File: src/inc/serial_port_consts.svh
`ifndef SERIAL_PORT_CONSTS_SVH
`define SERIAL_PORT_CONSTS_SVH

// ---------------------------------------------------------------
// Register offsets (byte addresses)
// ---------------------------------------------------------------
`define REG_CTRL        8'h00
`define REG_ENABLE      8'h04
`define REG_STATUS      8'h08
`define REG_RATE        8'h0C
`define REG_AMP         8'h10

// ---------------------------------------------------------------
// Field positions and reset values
// ---------------------------------------------------------------
`define CTRL_LOOPBACK   0
`define CTRL_HALFRATE   1
`define CTRL_DRVGATE    2
`define CTRL_RXGATE     3
`define CTRL_RESET      8'h00
`define ENABLE_RESET    8'h00

// ---------------------------------------------------------------
// Multipliers, timing and amplitude trip levels
// ---------------------------------------------------------------
`define MULT_FULL       5'd10
`define MULT_HALF       5'd20
`define NOTRANS_BITS    60
`define CHAR_BITS       10
`define NOTRANS_CHARS   (`NOTRANS_BITS / `CHAR_BITS)
`define GOOD_CHARS      3
`define AMP_LOW_MV      12'd140
`define AMP_MID_MV      12'd280
`define AMP_HIGH_MV     12'd420
`define AMP_STEP_MV     12'd35

`endif

File: src/inc/serial_port_pkg.sv
package serial_port_pkg;

	// Three-level static select code
	typedef enum logic [1:0] {
		LVL_LOW  = 2'b00,
		LVL_MID  = 2'b01,
		LVL_HIGH = 2'b10
	} level_t;

	// Serial rate range
	typedef enum logic [1:0] {
		RANGE_195_400  = 2'b00,
		RANGE_400_800  = 2'b01,
		RANGE_800_1500 = 2'b10
	} range_t;

endpackage : serial_port_pkg

File: src/serial_port_ctrl.sv
// Summary of operation
// Loopback forces enabled outputs to constant one
// Gate high makes enable latch transparent
// Enable bit high activates output, low powers down
// Both outputs off powers down channel transmit logic
// Gate falling edge holds captured enable bits
// Reset clears the enable latch
// Odd bits second output, even bits first/receive
// Partner tolerates 200 us settling after re-enable
// Bit clock is reference times 10 or 20
// Partner avoids half rate with input clock select
// Speed select picks one of three rate ranges
// Partner matches reference frequency to range
// Line select routes one input to recovery
// Loopback routes transmit data into recovery
// Link fault valid only when four conditions hold
// Amplitude select sets 140/280/420 mV trip
// Amplitude monitor sees selected input only
// Loopback disables amplitude monitor
// Sixty quiet bits fault, three good chars clear; code faults only on the seventh quiet char (seventy bits)
// Disabled receive channel shows link fault
// Three-level selects decoded and re-sampled
// Enable latch loads while gate high, resets zero
`timescale 1ns/1ps
`include "serial_port_consts.svh"

module serial_port_ctrl
	import serial_port_pkg::*;
(
	input  wire logic        ref_clk,
	input  wire logic        nrst,
	input  wire logic        clkEn,
	// Wishbone classic slave
	input  wire logic        wb_cyc_i,
	input  wire logic        wb_stb_i,
	input  wire logic        wb_we_i,
	input  wire logic [7:0]  wb_adr_i,
	input  wire logic [3:0]  wb_sel_i,
	input  wire logic [31:0] wb_dat_i,
	output logic [31:0]      wb_dat_o,
	output logic             wb_ack_o,
	// Static three-level selects as comparator pairs
	input  wire logic        speedRangeHigh,
	input  wire logic        speedRangeLow,
	input  wire logic        ampThresholdHigh,
	input  wire logic        ampThresholdLow,
	// Per-channel line selects and serial data
	input  wire logic [3:0]  lineInputSelect,
	input  wire logic [3:0]  lineInputPrimary,
	input  wire logic [3:0]  lineInputSecondary,
	input  wire logic [3:0]  txSerialData,
	input  wire logic [3:0]  freqInRange,
	input  wire logic [15:0] ampPrimaryMv,
	input  wire logic [15:0] ampSecondaryMv,
	input  wire logic        charStrobe,
	// Outputs
	output logic [7:0]       serialOutPair,
	output logic [7:0]       serialOutEnable,
	output logic [3:0]       txLogicPowered,
	output logic [3:0]       recoveryData,
	output logic [3:0]       linkFault_n,
	output logic [4:0]       clockMultiplier,
	output logic [1:0]       rateRange,
	output logic [11:0]      ampTripMv
);

	// ---------------------------------------------------------------
	// Software control state
	// ---------------------------------------------------------------
	logic       loopbackEnable;
	logic       halfRateRefSelect;
	logic       driverEnableLatchGate;
	logic       rxEnableLatchGate;
	logic [7:0] sharedEnableBus;
	logic [7:0] outEnableLatch;
	logic [3:0] rxEnableLatch;
	level_t     speedLevel;
	level_t     ampLevel;
	logic [3:0] densityOk;
	logic [3:0] prevSel;
	logic [3:0] charEdge;
	logic       wbReq;

	assign wbReq = wb_cyc_i & wb_stb_i & ~wb_ack_o;

	// Byte lane 0 write helper
	function automatic logic [7:0] laneWrite(input logic [7:0] old,
	                                         input logic [31:0] din,
	                                         input logic [3:0] sel);
		laneWrite = sel[0] ? din[7:0] : old;
	endfunction : laneWrite

	// ---------------------------------------------------------------
	// Bus acknowledge: one cycle after request, dropped next cycle
	// ---------------------------------------------------------------
	always_ff @(posedge ref_clk or negedge nrst) begin
		if (!nrst)
			wb_ack_o <= 1'b0;
		else if (clkEn)
			wb_ack_o <= wbReq;
	end

	// Control register writes
	always_ff @(posedge ref_clk or negedge nrst) begin
		if (!nrst) begin
			loopbackEnable        <= 1'b0;
			halfRateRefSelect     <= 1'b0;
			driverEnableLatchGate <= 1'b0;
			rxEnableLatchGate     <= 1'b0;
			sharedEnableBus       <= `ENABLE_RESET;
		end else if (clkEn && wbReq && wb_we_i) begin
			if (wb_adr_i == `REG_CTRL && wb_sel_i[0]) begin
				loopbackEnable        <= wb_dat_i[`CTRL_LOOPBACK];
				halfRateRefSelect     <= wb_dat_i[`CTRL_HALFRATE];
				driverEnableLatchGate <= wb_dat_i[`CTRL_DRVGATE];
				rxEnableLatchGate     <= wb_dat_i[`CTRL_RXGATE];
			end
			if (wb_adr_i == `REG_ENABLE)
				sharedEnableBus <= laneWrite(sharedEnableBus, wb_dat_i, wb_sel_i);
		end
	end

	// Read mux; unmapped addresses read zero
	always_ff @(posedge ref_clk or negedge nrst) begin
		if (!nrst) begin
			wb_dat_o <= 32'h0;
		end else if (clkEn) begin
			case (wb_adr_i)
				`REG_CTRL:   wb_dat_o <= {28'h0, rxEnableLatchGate, driverEnableLatchGate,
				                          halfRateRefSelect, loopbackEnable};
				`REG_ENABLE: wb_dat_o <= {24'h0, sharedEnableBus};
				`REG_STATUS: wb_dat_o <= {16'h0, rxEnableLatch, linkFault_n, outEnableLatch};
				`REG_RATE:   wb_dat_o <= {25'h0, rateRange, clockMultiplier};
				`REG_AMP:    wb_dat_o <= {20'h0, ampTripMv};
				default:     wb_dat_o <= 32'h0;
			endcase
		end
	end

	// ---------------------------------------------------------------
	// Enable latches: transparent while gate high, hold when low
	// ---------------------------------------------------------------
	always_ff @(posedge ref_clk or negedge nrst) begin
		if (!nrst)
			outEnableLatch <= `ENABLE_RESET;
		else if (clkEn && driverEnableLatchGate)
			outEnableLatch <= sharedEnableBus; // see R2 see R5
	end

	// Receive enable uses only even bits
	always_ff @(posedge ref_clk or negedge nrst) begin
		if (!nrst)
			rxEnableLatch <= 4'h0;
		else if (clkEn && rxEnableLatchGate)
			rxEnableLatch <= {sharedEnableBus[6], sharedEnableBus[4],
			                  sharedEnableBus[2], sharedEnableBus[0]};
	end

	// ---------------------------------------------------------------
	// Static select decoding
	// ---------------------------------------------------------------
	level_decode speedDecode (
		.ref_clk (ref_clk),
		.nrst    (nrst),
		.clkEn   (clkEn),
		.pinHigh (speedRangeHigh),
		.pinLow  (speedRangeLow),
		.level   (speedLevel)
	);

	level_decode ampDecode (
		.ref_clk (ref_clk),
		.nrst    (nrst),
		.clkEn   (clkEn),
		.pinHigh (ampThresholdHigh),
		.pinLow  (ampThresholdLow),
		.level   (ampLevel)
	);

	// Rate range, multiplier and amplitude trip
	always_ff @(posedge ref_clk or negedge nrst) begin
		if (!nrst) begin
			rateRange       <= RANGE_400_800;
			clockMultiplier <= `MULT_FULL;
			ampTripMv       <= `AMP_MID_MV;
		end else if (clkEn) begin
			clockMultiplier <= halfRateRefSelect ? `MULT_HALF : `MULT_FULL;
			case (speedLevel)
				LVL_LOW:  rateRange <= RANGE_195_400;
				LVL_HIGH: rateRange <= RANGE_800_1500;
				default:  rateRange <= RANGE_400_800;
			endcase
			case (ampLevel)
				LVL_LOW:  ampTripMv <= `AMP_LOW_MV;
				LVL_HIGH: ampTripMv <= `AMP_HIGH_MV;
				default:  ampTripMv <= `AMP_MID_MV;
			endcase
		end
	end

	// ---------------------------------------------------------------
	// Per-channel transmit, recovery and link fault
	// ---------------------------------------------------------------
	genvar ch;
	generate
		for (ch = 0; ch < 4; ch++) begin : gChan
			logic selData;
			logic ampOk;
			logic chEdge;

			assign selData = lineInputSelect[ch] ? lineInputSecondary[ch]
			                                     : lineInputPrimary[ch];
			// Amplitude code in 35 mV steps, taken from the selected input only
			assign ampOk = (12'(lineInputSelect[ch] ? ampSecondaryMv[4*ch+:4]
			                                        : ampPrimaryMv[4*ch+:4]) * `AMP_STEP_MV
			               >= ampTripMv);

			// Drivers: loopback forces one, disabled drives zero
			always_ff @(posedge ref_clk or negedge nrst) begin
				if (!nrst) begin
					serialOutPair[2*ch+1:2*ch]   <= 2'b00;
					serialOutEnable[2*ch+1:2*ch] <= 2'b00;
					txLogicPowered[ch]           <= 1'b0;
				end else if (clkEn) begin
					serialOutEnable[2*ch+1:2*ch] <= outEnableLatch[2*ch+1:2*ch]; // see R3
					txLogicPowered[ch] <= |outEnableLatch[2*ch+1:2*ch];
					serialOutPair[2*ch+1:2*ch] <= outEnableLatch[2*ch+1:2*ch] &
						(loopbackEnable ? 2'b11 : {2{txSerialData[ch]}});
				end
			end

			// Recovery input: loopback replaces line data
			always_ff @(posedge ref_clk or negedge nrst) begin
				if (!nrst) begin
					recoveryData[ch] <= 1'b0;
					prevSel[ch]      <= 1'b0;
					charEdge[ch]     <= 1'b0;
				end else if (clkEn) begin
					recoveryData[ch] <= loopbackEnable ? txSerialData[ch] : selData;
					prevSel[ch] <= recoveryData[ch];
					if (charStrobe)
						charEdge[ch] <= 1'b0;
					else if (recoveryData[ch] != prevSel[ch])
						charEdge[ch] <= 1'b1;
				end
			end

			assign chEdge = charEdge[ch] | (recoveryData[ch] != prevSel[ch]);

			transition_monitor density (
				.ref_clk     (ref_clk),
				.nrst        (nrst),
				.clkEn       (clkEn),
				.charStrobe  (charStrobe),
				.charHasEdge (chEdge),
				.densityOk   (densityOk[ch])
			);

			// Fault indicator combines all conditions
			always_ff @(posedge ref_clk or negedge nrst) begin
				if (!nrst)
					linkFault_n[ch] <= 1'b0;
				else if (clkEn)
					linkFault_n[ch] <= rxEnableLatch[ch] & densityOk[ch] & freqInRange[ch] &
						(loopbackEnable | ampOk); // see R15 see R18
			end
		end
	endgenerate

endmodule : serial_port_ctrl

File: src/level_decode.sv
`timescale 1ns/1ps
`include "serial_port_consts.svh"

// Three-level pin: decoded from a high and a low comparator, 3-flop filtered
module level_decode
	import serial_port_pkg::*;
(
	input  wire logic ref_clk,
	input  wire logic nrst,
	input  wire logic clkEn,
	input  wire logic pinHigh,
	input  wire logic pinLow,
	output level_t    level
);

	logic [2:0] syncHigh;
	logic [2:0] syncLow;

	// Three-stage synchroniser per comparator
	always_ff @(posedge ref_clk or negedge nrst) begin
		if (!nrst) begin
			syncHigh <= 3'h0;
			syncLow  <= 3'h0;
		end else if (clkEn) begin
			syncHigh <= {syncHigh[1:0], pinHigh};
			syncLow  <= {syncLow[1:0], pinLow};
		end
	end

	// Accept change once stages two and three agree
	always_ff @(posedge ref_clk or negedge nrst) begin
		if (!nrst) begin
			level <= LVL_MID;
		end else if (clkEn && syncHigh[2] == syncHigh[1] && syncLow[2] == syncLow[1]) begin
			if (syncHigh[2])
				level <= LVL_HIGH;
			else if (syncLow[2])
				level <= LVL_LOW;
			else
				level <= LVL_MID;
		end
	end

endmodule : level_decode

File: src/transition_monitor.sv
`timescale 1ns/1ps
`include "serial_port_consts.svh"

// Per-channel transition density tracker, counted per character
module transition_monitor (
	input  wire logic ref_clk,
	input  wire logic nrst,
	input  wire logic clkEn,
	input  wire logic charStrobe,
	input  wire logic charHasEdge,
	output logic      densityOk
);

	logic [3:0] quietChars;
	logic [1:0] goodChars;

	// Quiet-run and good-run counters over whole characters
	always_ff @(posedge ref_clk or negedge nrst) begin
		if (!nrst) begin
			quietChars <= 4'h0;
			goodChars  <= 2'h0;
			densityOk  <= 1'b0;
		end else if (clkEn && charStrobe) begin
			if (charHasEdge) begin
				quietChars <= 4'h0;
				if (goodChars != 2'(`GOOD_CHARS))
					goodChars <= goodChars + 2'h1;
				if (goodChars == 2'(`GOOD_CHARS - 1))
					densityOk <= 1'b1;
			end else begin
				goodChars <= 2'h0;
				if (quietChars != 4'hF)
					quietChars <= quietChars + 4'h1;
				if (quietChars >= 4'(`NOTRANS_CHARS))
					densityOk <= 1'b0;
			end
		end
	end

endmodule : transition_monitor

File: config.mk
export PLATFORM = sky130hd
export DESIGN_NAME = serial_port_ctrl
export DESIGN_NICKNAME = d
export VERILOG_FILES = /design/src/inc/serial_port_pkg.sv /design/src/serial_port_ctrl.sv /design/src/level_decode.sv /design/src/transition_monitor.sv
export VERILOG_INCLUDE_DIRS = /design/src /design/src/inc
export SDC_FILE = /design/constraint.sdc
export NUM_CORES = 1
export LEC_CHECK = 0
export BUFFER_PORTS_ARGS = -buffer_cell sky130_fd_sc_hd__buf_2
export CAP_MARGIN = 20
export CORE_UTILIZATION = 45
export CTS_CLUSTER_DIAMETER = 200
export DETAILED_ROUTE_END_ITERATION = 10
export GPL_ROUTABILITY_DRIVEN = 1
export PLACE_DENSITY = 0.68
export SLEW_MARGIN = 20
export SYNTH_ARGS = -nofsm -noshare
export SYNTH_HDL_FRONTEND = slang
export SYNTH_HIERARCHICAL = 1
export SYNTH_SLANG_ARGS = --single-unit
File: constraint.sdc
create_clock -name ref_clk -period 2.35 [get_ports ref_clk]
set_input_delay 0.3525 -clock ref_clk [delete_from_list [all_inputs] [get_ports ref_clk]]
set_output_delay 0.3525 -clock ref_clk [all_outputs]
set_load 0.03 [all_outputs]
Word level (Yosys, flattened, before mapping)
Cells that the tools add are included.

word-level totals
  register bits after elaboration = 156
  input port bits = 107
  output and inout bits = 80
  word-level logic and storage cells = 246

cells by class
  $add $sub $neg = 8
  multiply operators = 4
  order comparisons = 8
  equality and inequality tests = 34
  multiplexer cells = 60
  bitwise logic cells = 27
  reduce and logical (&&, ||, !) cells = 47

operators with widths
  operator                                             number
  one-hot mux 16 bit (5 select lines)                  1
  >= comparator 10 x 12 -> 1 bit                       4
  2-to-1 mux 4 bit                                     12
  multiplier 4 x 6 -> 10 bit, second input constant    4
  2-to-1 mux 1 bit                                     30
  2-to-1 mux 2 bit                                     14
  AND reduction 2 bit                                  13
  nonzero test 2 bit                                   12
  one-hot mux 9 bit (2 select lines)                   1
  adder 4 x 1 -> 4 bit, second input constant          4
  == test 8 x 4 -> 1 bit, second input constant        2
  >= comparator 4 x 3 -> 1 bit, second input constant  4
  != test 2 x 1 -> 1 bit, second input constant        8
  != test 4 bit, second input constant                 4
  AND reduction 3 bit                                  5
  AND 1 bit                                            14
  == test 2 bit, second input constant                 6
  logical AND 1 bit                                    10
  adder 2 x 1 -> 2 bit, second input constant          4
  AND 2 bit                                            4
  == test 8 x 3 -> 1 bit, second input constant        1
  == test 8 x 5 -> 1 bit, second input constant        1
  logical NOT 8 bit                                    1
  != test 2 bit, second input constant                 4
  other kinds (8)                                      25

Logic depth before layout (Yosys ltp)
Gate-level depths: netlist (run 1).

  depth after elaboration = 5
  depth in mapped cells = 15
  depth with buffers taken out = 14

Cells and area by module
The synthesis (run 1) kept the hierarchy.

modules (own cells, without submodules)
  module              instances  cells an instance  area each (µm²)  seq. area each (µm²)
  serial_port_ctrl    1          577                5,601.6          2,158.3
  transition_monitor  4          45                 429.2            175.2
  level_decode        2          27                 341.6            201.4

Worst setup path after synthesis (run 1)
Ideal clock, no wire load.

  path type = input to register
  start = in lineInputSelect[0]
  end = reg linkFault_n[0]
  library setup time = 120 ps
  data arrival time = 3,024 ps
  required time = 2,230 ps
  path slack = -794 ps
  stages on the path = 14
  path buffers = 1
  cell sequence = clkbuf_1 -> mux2_2 -> ha_1 -> inv_1 -> ha_1 -> ha_1 -> a21o_1 -> a21o_1 -> nand2_1 -> xnor2_1 -> ha_1 -> and2_0 -> o21a_1 -> a41o_1

on the way
  cells in the longest elaborated chain, start to end = 5

RTL lines
  what                                         RTL line                 RTL
  from (decl)                                  serial_port_ctrl.sv:48   input wire logic [3:0] lineInputSelect,
  2-to-1 mux 4 bit                             serial_port_ctrl.sv:214  assign ampOk = (12'(lineInputSelect[ch] ? ampSecondaryMv[4*ch+:4]
  multiplier 4 x 6 -> 10 bit (no source line)  -
  >= comparator 10 x 12 -> 1 bit               serial_port_ctrl.sv:214
  bitwise OR 1 bit                             serial_port_ctrl.sv:265  (loopbackEnable | ampOk);
  AND 1 bit                                    serial_port_ctrl.sv:264  linkFault_n[ch] <= rxEnableLatch[ch] & densityOk[ch] & freqInRange[ch] &
  to (signal, indexed assignment)              serial_port_ctrl.sv:264
  to (decl)                                    serial_port_ctrl.sv:61   output logic [3:0] linkFault_n,

No other way between the ends.
A chain may end at the register's enable or synchronous reset.

Worst setup path after layout (run 1)
Ends and elaborated chain as after synthesis.

==> results.py, run 1 <==
metrics = {
    "timing": {
        "setup_viol": 1,
        "whs_ns": 0.163,
        "fin_crit_ns": 2.43,
        "fin_ws_ns": -0.0845,
        "fin_crit_sh": 1.04,
        "hold_viol": 0,
        "clock_skew_ns": 0.00718,
        "worstMarginPinSlew_ns": 0.849,
        "rsz0062_at_grt": "yes",
        "fmax_mhz": 411,
        "slew_viol_final": 0,
        "fin_tns_setup_ns": -0.0845,
        "slew_headroom": 0.434,
    },
    "worst_setup_path": {
        "startpoint_type": "primary input",
        "cp.required_ns": 2.66,
        "cp_data_arrival_time_ns": 2.74,
        "crit_path_end_kind": "register",
        "startpoint": "lineInputSelect[0]",
        "crit_end": "linkFault_n[0]$_DFFE_PN0P_",
        "r2r_cells": 7,
        "r2r-end": "linkFault_n[0]$_DFFE_PN0P_",
        "critical_path_class": "primary input to register",
        "r2r_slack_ns": 0.35,
        "r2r-start": "ampTripMv[3]$_DFFE_PN1P_",
        "worstPathMaxFanout": 4,
    },
    "status": {
        "violations": "setup timing",
        "status": "finished, violations left",
    },
    "floorplan": {
        "dieArea_mm2": 0.0183,
        "initial_core_util": 0.461,
        "die_h_um": 135,
        "row_count": 48,
        "io_pins": 187,
        "coreArea_mm2": 0.0174,
        "dieWidth_um": 135,
    },
    "cells_and_area": {
        "drive_gt1_frac": 0.354,
        "final_design_area_no_fill_mm2": 0.0104,
        "ff_latch_area_mm2": 0.00326,
        "area_growth_pct": 30.0,
        "multiInputGateArea_mm2": 0.00465,
        "fillers": 1461,
        "final_nets": 1174,
    },
    "yosys": {
        "synth_top_area_cell": "dfrtp_1",
        "mappedNetlistArea_mm2": 0.00800,
        "synth.area.top_cells": "dfrtp_1 (38%), ha_1 (11%), mux2_2 (6.9%), inv_1 (4.2%), mux2i_1 (3.1%)",
        "synth_common_cells": "dfrtp_1 (123), inv_1 (90), ha_1 (72)",
        "async_flop_share": 1.00,
        "ys_types": 61,
        "synth.avg_cell_area_um2": 9.87,
        "synthCells": 811,
        "synth_edf_count": 0,
        "yosysWarnings": 6,
        "ys_dominant_reg_cell": "dfrtp_1",
        "synth.most_common_cell": "dfrtp_1",
        "ys_ff_latch": 130,
        "synth_seq_area_share": 0.408,
        "netlist.area_leader.share": 0.385,
    },
    "drt": {
        "final_antenna_net_count": 0,
        "wire_per_inst_um": 15.6,
        "drt_iter0_markers": 237,
        "drc_errors": 0,
        "vias_per_cell": 5.23,
        "drt-total-wl_um": 19300,
        "num_vias": 6459,
        "firstDrtPassIters": 5,
    },
    "placed_design": {
        "io_buffers": 136,
        "gp_congestion": 0.836,
        "place.detailed.hpwl_um": 14200,
        "place_ws_ns": -0.603,
        "place_area_mm2": 0.00958,
    },
    "clocking": {
        "cts_tree": "built",
        "clock_sinks": 130,
        "clk_pin_slew_ns": 0.06,
        "cts.htree.levels": 4,
        "cts-root-buf": "clkbuf_16",
        "clk_latency_ns": 0.42,
        "clk_path_buf_depth": 2,
        "cts_buffers": 17,
    },
    "global_route": {
        "grt_pass1_vias": 6196,
        "grt_max_degree": 91,
        "grt.overflow.total": 0,
        "grt_usage": 0.220,
        "antenna_found_initial": 0,
        "grt_pass1_wl_um": 31100,
    },
    "power": {
        "ir_worst_vdd_v": 0.000573,
        "powerDensity_mw_per_mm2": 778,
        "p_leak_nw": 5.03,
    },
    "run": {
        "max-cap-violations": 0,
    },
    "hold_path": {
        "hold_class": "primary input to register",
    },
}
-- per-stage QoR --
| step | instances | power (mW) | utilization |
|---|---|---|---|
| finish | 1235 | 8.10 | 0.599 |
| global route | 1233 | 8.58 | 0.599 |
| detailed placement | 1195 | 5.18 | 0.552 |
| floorplan | 833 | 4.54 | - |
| global placement | 1195 | 5.11 | 0.552 |
| CTS | 1230 | 8.07 | 0.591 |
-- how the worst min path moves through the flow --
stage / slack, ns / cells past startpoint / to / start
5_1_grt: 0.15 / 2 / ampDecode/syncHigh[0]$_DFFE_PN0P_ / ampThresholdHigh
2_1_floorplan: 0.06 / 0 / ampDecode/level[1]$_DFFE_PN0P_ / nrst
3_3_place_gp: 0.38 / 1 / gChan[3].density/quietChars[1]$_DFFE_PN0P_ / nrst
6_report: 0.16 / 2 / speedDecode/syncHigh[0]$_DFFE_PN0P_ / speedRangeHigh
4_1_cts: 0.15 / 2 / speedDecode/syncHigh[0]$_DFFE_PN0P_ / speedRangeHigh
3_5_place_dp: 0.38 / 1 / gChan[3].density/quietChars[1]$_DFFE_PN0P_ / nrst
-- worst max-delay path, stage by stage --
cell	delay [ns]
buf_8	0.11
mux2i_4	0.18
buf_4	0.15
ha_4	0.25
inv_2	0.03
ha_4	0.21
ha_4	0.15
a21o_1	0.17
a21o_1	0.17
nand2_1	0.08
xnor2_1	0.12
ha_1	0.26
and2_1	0.14
o21a_1	0.16
a41o_1	0.19
-- layout by cell type, fill, tap and decap left out, types with 5 or more instances in the layout --
| cell | count |
|---|---|
| conb_1 | 23 |
| nand2_1 | 58 |
| o311ai_1 | 5 |
| and3_1 | 6 |
| a31oi_1 | 9 |
| and2_1 | 11 |
| mux2_2 | 45 |
| a21oi_1 | 29 |
| buf_4 | 61 |
| nor2b_1 | 9 |
| ha_2 | 6 |
| inv_1 | 81 |
| mux2i_1 | 17 |
| o21ai_1 | 16 |
| dfrtp_1 | 123 |
| a21o_1 | 6 |
| o31ai_1 | 6 |
| ha_1 | 43 |
| ha_4 | 23 |
| mux2i_4 | 6 |
| xnor2_1 | 17 |
| o22ai_1 | 16 |
| nand2b_1 | 5 |
| o21ai_0 | 42 |
| buf_2 | 130 |
| a41o_1 | 5 |
| inv_2 | 9 |
| xor2_1 | 5 |
| a22o_1 | 8 |
| nor2_1 | 32 |
| nand3_1 | 20 |
| dfstp_2 | 7 |
| clkbuf_16 | 17 |
-- power by group --
part	total (mW)	switching (mW)	internal, mW
clock	2.84	1.05	1.79
sequential	2.89	0.338	2.56
combinational	2.37	1.25	1.12
-- repair_timing --
item                       in CTS  in global routing
gates resized for setup         7                 24
buffers inserted                2                  3
setup endpoints to repair       4                  4
pin swaps                       9                 15
hold endpoints to repair       36                  0
hold buffers                    1                  0
cloned                          0                  0
-- registers in the layout (all words and copies together), names as in the netlist, 4 cells and up --
signal                    count
ampTripMv                     5
charEdge                      4
gChan.density/densityOk       4
gChan.density/goodChars       8
gChan.density/quietChars     16
linkFault_n                   4
outEnableLatch                8
prevSel                       4
recoveryData                  4
rxEnableLatch                 4
serialOutEnable               8
serialOutPair                 8
sharedEnableBus               8
txLogicPowered                4
wb_dat_o                     16
-- per-layer routing --
layer / global-route usage / share of wire
met5: 0 / 0
met4: 0.0624 / 0.012
met3: 0.0441 / 0.045
met2: 0.356 / 0.49
met1: 0.299 / 0.46
-- logic make-up (layout without fill, tap and decap cells) --
family                     count (synthesis)  count (layout)  synth area share
AOI/OAI and AO/OA                        193             193             0.157
xor gates and xnor gates                  22              22            0.0241
adders and majority gates                 72              72             0.113
buffers and inverters                    147             322            0.0868
DFF                                      130             130             0.408
muxes                                     75              75             0.103
other                                      1              25          0.000469
and+or+nand+nor                          171             171             0.108
-- cell type report --
| cell class | count | share of cell area |
|---|---|---|
| sequential | 130 | 0.314 |
| tap | 225 | 0.0271 |
| antenna | 2 | 0.000481 |
| inverter | 90 | 0.0325 |
| multi-input combinational | 556 | 0.447 |
| clock inverter | 15 | 0.0196 |
| timing repair buffer | 200 | 0.119 |
| clock buffer | 17 | 0.0409 |
No activity file was read; power rests on OpenSTA's default activity.
==> run 2, diff against run 1 <==
--- a/config.mk
+++ b/config.mk
@@ -12,7 +12,8 @@
 export CTS_CLUSTER_DIAMETER = 200
 export DETAILED_ROUTE_END_ITERATION = 10
 export GPL_ROUTABILITY_DRIVEN = 1
-export PLACE_DENSITY = 0.68
+export PLACE_DENSITY = 0.66
+export RECOVER_POWER = 50
 export SLEW_MARGIN = 20
 export SYNTH_ARGS = -nofsm -noshare
 export SYNTH_HDL_FRONTEND = slang
==> results.py, run 2 (synthesis results as in run 1) <==
metrics = {
    "timing": {
        "clock_skew_ns": 0.00822,
        "fmax_mhz": 409,
        "whs_ns": 0.159,
        "slew_headroom": 0.0251,
        "fin_tns_setup_ns": -0.0944,
        "hold_viol": 0,
        "slew_viol_final": 0,
        "fin_crit_ns": 2.44,
        "fin_crit_sh": 1.04,
        "rsz0062_at_grt": "yes",
        "setup_viol": 1,
        "worstMarginPinSlew_ns": 1.46,
        "fin_ws_ns": -0.0944,
    },
    "cells_and_area": {
        "drive_gt1_frac": 0.357,
        "area_growth_pct": 29.4,
        "final_cell_mix": "buf_2 (130), dfrtp_1 (123), inv_1 (81)",
        "fin_util": 0.596,
        "fillers": 1554,
        "diodes": 0,
        "layout_commonest_cell": "buf_2",
        "final_nets": 1177,
        "final_design_area_no_fill_mm2": 0.0103,
        "reg.largest.list": "gChan.density/quietChars (16), wb_dat_o (16)",
        "fin_cells": 1236,
    },
    "worst_setup_path": {
        "r2r_slack_ns": 0.37,
        "startpoint_type": "primary input",
        "r2r-end": "linkFault_n[0]$_DFFE_PN0P_",
        "cp_data_arrival_time_ns": 2.75,
        "r2r_cells": 7,
        "cp.required_ns": 2.66,
        "startpoint": "lineInputSelect[0]",
        "r2r-start": "ampTripMv[3]$_DFFE_PN1P_",
        "crit_path_end_kind": "register",
        "critical_path_class": "primary input to register",
        "worstPathMaxFanout": 4,
    },
    "clocking": {
        "cts_tree": "built",
        "cts.htree.levels": 4,
        "cts-root-buf": "clkbuf_16",
        "clk_path_buf_depth": 2,
        "clk_latency_ns": 0.42,
        "cts_buffers": 17,
        "clock_sinks": 130,
        "clk_pin_slew_ns": 0.06,
    },
    "placed_design": {
        "place_ws_ns": -0.637,
        "place_area_mm2": 0.00959,
        "placed_cells": 1198,
        "gp_congestion": 0.858,
        "place.detailed.hpwl_um": 14300,
        "io_buffers": 136,
    },
    "drt": {
        "wire_per_inst_um": 15.5,
        "wl_met1_um": 9090,
        "drc_errors": 0,
        "num_vias": 6448,
        "wl_met2_um": 8980,
        "wl_met3_um": 882,
        "firstDrtPassIters": 4,
        "drt_iter0_markers": 351,
        "top_layer": "met4",
        "vias_per_cell": 5.22,
        "final_antenna_net_count": 0,
        "drt-total-wl_um": 19200,
    },
    "floorplan": {
        "dieArea_mm2": 0.0183,
        "row_count": 48,
        "die_h_um": 135,
        "io_pins": 187,
        "coreArea_mm2": 0.0174,
        "dieWidth_um": 135,
        "initial_core_util": 0.461,
    },
    "status": {
        "status": "finished, violations left",
        "violations": "setup timing",
    },
    "power": {
        "powerDensity_mw_per_mm2": 759,
        "p_total_mw": 7.86,
        "p_leak_nw": 5.00,
        "ir_worst_vdd_v": 0.000590,
    },
    "global_route": {
        "grt.overflow.total": 0,
        "grt_max_degree": 71,
        "grt_pass1_vias": 6078,
        "grt_pass1_wl_um": 31000,
        "grt_usage": 0.220,
        "antenna_found_initial": 0,
    },
    "hold_path": {
        "min_to": "speedDecode/syncLow[0]$_DFFE_PN0P_",
        "hold_class": "primary input to register",
        "hold_depth": 2,
        "hp-start": "speedRangeLow",
    },
    "run": {
        "max-cap-violations": 0,
    },
}
## run 2: cell count changes in the layout (fill, tap and decap cells not counted), moves of 2 or more
cell / before / now
inv_6: 4 / 6
clkinv_2: 4 / 1
bufinv_16: 4 / 1
buf_12: 3 / 1
xnor2_1: 17 / 15
clkinvlp_4: 0 / 3
xnor2_2: 0 / 2
diode_2: 2 / 0
## run 2: per-layer routing
metal	track usage	up-vias
met2	0.348	135
met3	0.0412	15
met4	0.0649	0
met1	0.306	3083
met5	0	-
li1	-	3215
## run 2: worst max-delay path by stage
stage                                             to  slack [ns]
after floorplan           linkFault_n[0]$_DFFE_PN0P_       -0.49
after global placement    linkFault_n[0]$_DFFE_PN0P_       -0.58
after detailed placement  linkFault_n[0]$_DFFE_PN0P_       -0.64
after CTS                 linkFault_n[0]$_DFFE_PN0P_       -0.10
after global routing      linkFault_n[0]$_DFFE_PN0P_       -0.21
final                     linkFault_n[0]$_DFFE_PN0P_       -0.09
## run 2: critical path, stage by stage
cell      delay, ns
buf_8          0.11
mux2_4         0.31
ha_4           0.26
inv_2          0.04
ha_4           0.15
ha_4           0.23
a21o_1         0.15
a21o_1         0.17
nand2_1        0.08
xnor2_1        0.08
ha_1           0.19
nor2_1         0.10
o311ai_1       0.12
o21a_1         0.21
a41o_1         0.19
## run 2: area by class of cell
cell class                 instances  area (µm²)  area share
tap                              225         282      0.0272
sequential                       130        3260       0.315
clock inverter                    14         141      0.0137
clock buffer                      18         429      0.0415
multi-input combinational        556        4650       0.449
inverter                          90         338      0.0326
timing repair buffer             203        1250       0.120
## run 2: repair_timing
action                     4_1_cts  5_1_grt
hold buffers                     1        0
hold endpoints to repair        29        0
buffers inserted                 2        3
pin swaps                        6       18
gates resized for setup          9       27
setup endpoints to repair        3        4
## run 2: where the power goes
part / internal, mW / switching (mW)
clock: 1.49 / 1.09
combinational: 1.13 / 1.25
sequential: 2.55 / 0.342
==> run 3, diff against run 2 <==
--- a/config.mk
+++ b/config.mk
@@ -17,5 +17,4 @@
 export SLEW_MARGIN = 20
 export SYNTH_ARGS = -nofsm -noshare
 export SYNTH_HDL_FRONTEND = slang
-export SYNTH_HIERARCHICAL = 1
 export SYNTH_SLANG_ARGS = --single-unit
==> results.py, run 3 <==
metrics = {
    "yosys": {
        "synth_seq_area_share": 0.422,
        "synthSimpleGateAreaFrac": 0.103,
        "synth_top_area_cell": "dfrtp_1",
        "synth_top_family_by_area": "compound AO/OA/AOI/OAI gates",
        "synth.most_common_cell": "dfrtp_1",
        "netlist.area_leader.share": 0.398,
        "ys_ff_latch": 130,
        "synth.avg_cell_area_um2": 10.1,
        "yosysWarnings": 0,
        "muxShareOfSynthArea": 0.112,
        "synth_compound_area_frac": 0.153,
        "synth_xor_area_frac": 0.0272,
        "ys_types": 57,
        "synthCells": 764,
        "async_flop_share": 1.00,
        "synth_common_cells": "dfrtp_1 (123), o21ai_0 (77), ha_1 (72)",
        "ys_dominant_reg_cell": "dfrtp_1",
        "synth.area.top_cells": "dfrtp_1 (40%), ha_1 (12%), mux2_2 (6.4%), o21ai_0 (5.0%), nand2_1 (3.0%)",
        "synth_edf_count": 0,
        "synthAdderAreaFrac": 0.117,
        "mappedNetlistArea_mm2": 0.00773,
    },
    "timing": {
        "setup_viol": 1,
        "clock_skew_ns": 0.00872,
        "fmax_mhz": 407,
        "hold_viol": 0,
        "slew_headroom": 0.330,
        "fin_crit_ns": 2.46,
        "fin_crit_sh": 1.05,
        "worstMarginPinSlew_ns": 1.01,
        "fin_ws_ns": -0.109,
        "rsz0062_at_grt": "yes",
        "slew_viol_final": 0,
    },
    "global_route": {
        "grt_pass1_vias": 6083,
        "use_met3": 0.0414,
        "met2_usage": 0.359,
        "grt.overflow.total": 0,
        "grt_pass1_wl_um": 30500,
        "use_met1": 0.297,
        "busiest_layer": "met2",
        "grt_max_degree": 83,
        "grt_usage": 0.220,
        "antenna_found_initial": 1,
    },
    "drt": {
        "drc_errors": 0,
        "final_antenna_net_count": 0,
        "wire_per_inst_um": 15.6,
        "firstDrtPassIters": 4,
        "vias_per_cell": 5.24,
        "drt-total-wl_um": 18600,
        "num_vias": 6255,
        "drt_iter0_markers": 224,
    },
    "floorplan": {
        "initial_core_util": 0.463,
        "die_h_um": 133,
        "dieWidth_um": 133,
        "io_pins": 187,
        "coreArea_mm2": 0.0167,
        "row_count": 47,
        "dieArea_mm2": 0.0177,
    },
    "worst_setup_path": {
        "cp.required_ns": 2.64,
        "critical_path_class": "primary input to register",
        "startpoint_type": "primary input",
        "crit_slowest_cell": "mux2_4",
        "crit_top_cell": "ha_4",
        "r2r_slack_ns": 0.24,
        "crit_path_end_kind": "register",
        "critical_path.cell_chain": "buf_8 > mux2_4 > ha_4 > inv_2 > ha_4 > ha_4 > a21o_1 > a21o_1 > nand2_2 > xnor2_2 > ha_1 > nor2_1 > o311ai_2 > o21a_1 > a41o_1",
        "worstPathMaxFanout": 4,
        "cp_data_arrival_time_ns": 2.75,
        "crit_path_max_incr_delay_ns": 0.31,
    },
    "power": {
        "powerDensity_mw_per_mm2": 737,
        "ir_worst_vdd_v": 0.000467,
        "p_leak_nw": 5.02,
        "p_total_mw": 7.56,
    },
    "cells_and_area": {
        "diodes": 0,
        "final_cell_mix": "buf_2 (131), dfrtp_1 (123), o21ai_0 (74)",
        "layout_commonest_cell": "buf_2",
        "reg.largest.list": "gChan.density.quietChars (16), wb_dat_o (16)",
        "area_growth_pct": 32.7,
        "drive_gt1_frac": 0.384,
        "final_nets": 1140,
    },
    "clocking": {
        "clk_path_buf_depth": 2,
        "clk_pin_slew_ns": 0.05,
        "clock_sinks": 130,
        "cts_buffers": 17,
        "cts_tree": "built",
        "cts.htree.levels": 4,
        "cts-root-buf": "clkbuf_16",
        "clk_latency_ns": 0.41,
    },
    "status": {
        "status": "finished, violations left",
        "violations": "setup timing",
    },
    "placed_design": {
        "place.detailed.hpwl_um": 13900,
        "io_buffers": 136,
        "place_ws_ns": -0.639,
        "gp_congestion": 0.796,
    },
    "run": {
        "max-cap-violations": 0,
    },
    "hold_path": {
        "hold_class": "primary input to register",
    },
}
==> run 3: cell types whose count changed after synthesis, moves of 7 or more <==
cell,previous run,this run
o21ai_1,13,0
o21ai_0,45,77
clkbuf_1,12,23
mux2_4,0,8
and2_1,10,2
o2bb2ai_1,2,13
mux2i_1,25,18
o22ai_1,16,0
inv_1,90,56
buf_2,11,1
nor2b_1,12,5
==> run 3: layout make-up <==
type | count | area [µm²]
fill | 1403 | 6440
multi-input combinational | 546 | 4650
timing repair buffer | 209 | 1290
inverter | 57 | 214
clock inverter | 5 | 78.8
sequential | 130 | 3260
tap | 220 | 275
clock buffer | 27 | 493
==> run 3: logic make-up after synthesis <==
kind of cell             Yosys count
flip-flops                       130
other                              1
buffers and inverters            110
adder cells (fa/ha/maj)           72
multiplexers                      73
XOR/XNOR                          24
AND/OR/NAND/NOR                  164
AO/OA/AOI/OAI                    190
==> run 3: worst max-delay path, delay by kind of cell <==
family                     cells  cell delay (ns)
AOI/OAI and AO/OA              5             0.84
xor gates and xnor gates       1             0.06
adders and majority gates      4             0.82
buffers and inverters          2             0.14
muxes                          1             0.31
and+or+nand+nor                2             0.19
==> run 3: worst paths after layout <==
check | end | from | cells past startpoint
max | linkFault_n[1]$_DFFE_PN0P_ | lineInputSelect[1] | 15
min | speedDecode.syncHigh[0]$_DFFE_PN0P_ | speedRangeHigh | 2
max reg2reg | linkFault_n[1]$_DFFE_PN0P_ | ampTripMv[3]$_DFFE_PN1P_ | 7
min reg2reg | serialOutPair[5]$_DFFE_PN0P_ | serialOutPair[5]$_DFFE_PN0P_ | 1
max in group asynchronous | wb_dat_o[10]$_DFFE_PN0P_ | nrst | 3
min in group asynchronous | gChan[1].density.quietChars[1]$_DFFE_PN0P_ | nrst | 2
==> run 3: what timing repair did <==
action                                 4_1_cts  5_1_grt
hold buffers                                 1        0
buffers inserted                             2        2
pin swaps                                    8       23
endpoints found under the hold margin       16        0
gates resized for setup                     13       37
setup endpoints to repair                    4        4
==> run 3: layer usage <==
layer / vias to the layer above / share of wire
met5: - / 0.00070
met4: 2 / 0.015
met3: 22 / 0.040
met2: 137 / 0.48
met1: 3025 / 0.46
li1: 3069 / -
==> run 3: report_power, final <==
part / switching [mW] / internal [mW] / leakage (nW) / total [mW]
clock network: 0.882 / 1.64 / 0.280 / 2.53
registers: 0.293 / 2.52 / 1.69 / 2.82
logic: 1.19 / 1.03 / 3.05 / 2.21
==> run 3: through the flow <==
step | TNS [ns] | cell area (µm²) | cells | util | hold WS [ns]
after floorplan | -1.29 | 8320 | 786 | - | 0.0569
after global placement | -1.95 | 9440 | 1157 | 0.565 | 0.248
after detailed placement | -2.13 | 9440 | 1157 | 0.565 | 0.248
after CTS | -0.0769 | 10100 | 1192 | 0.604 | 0.159
after global routing | -1.96 | 10300 | 1194 | 0.614 | 0.165
final | -0.109 | 10300 | 1194 | 0.614 | 0.173
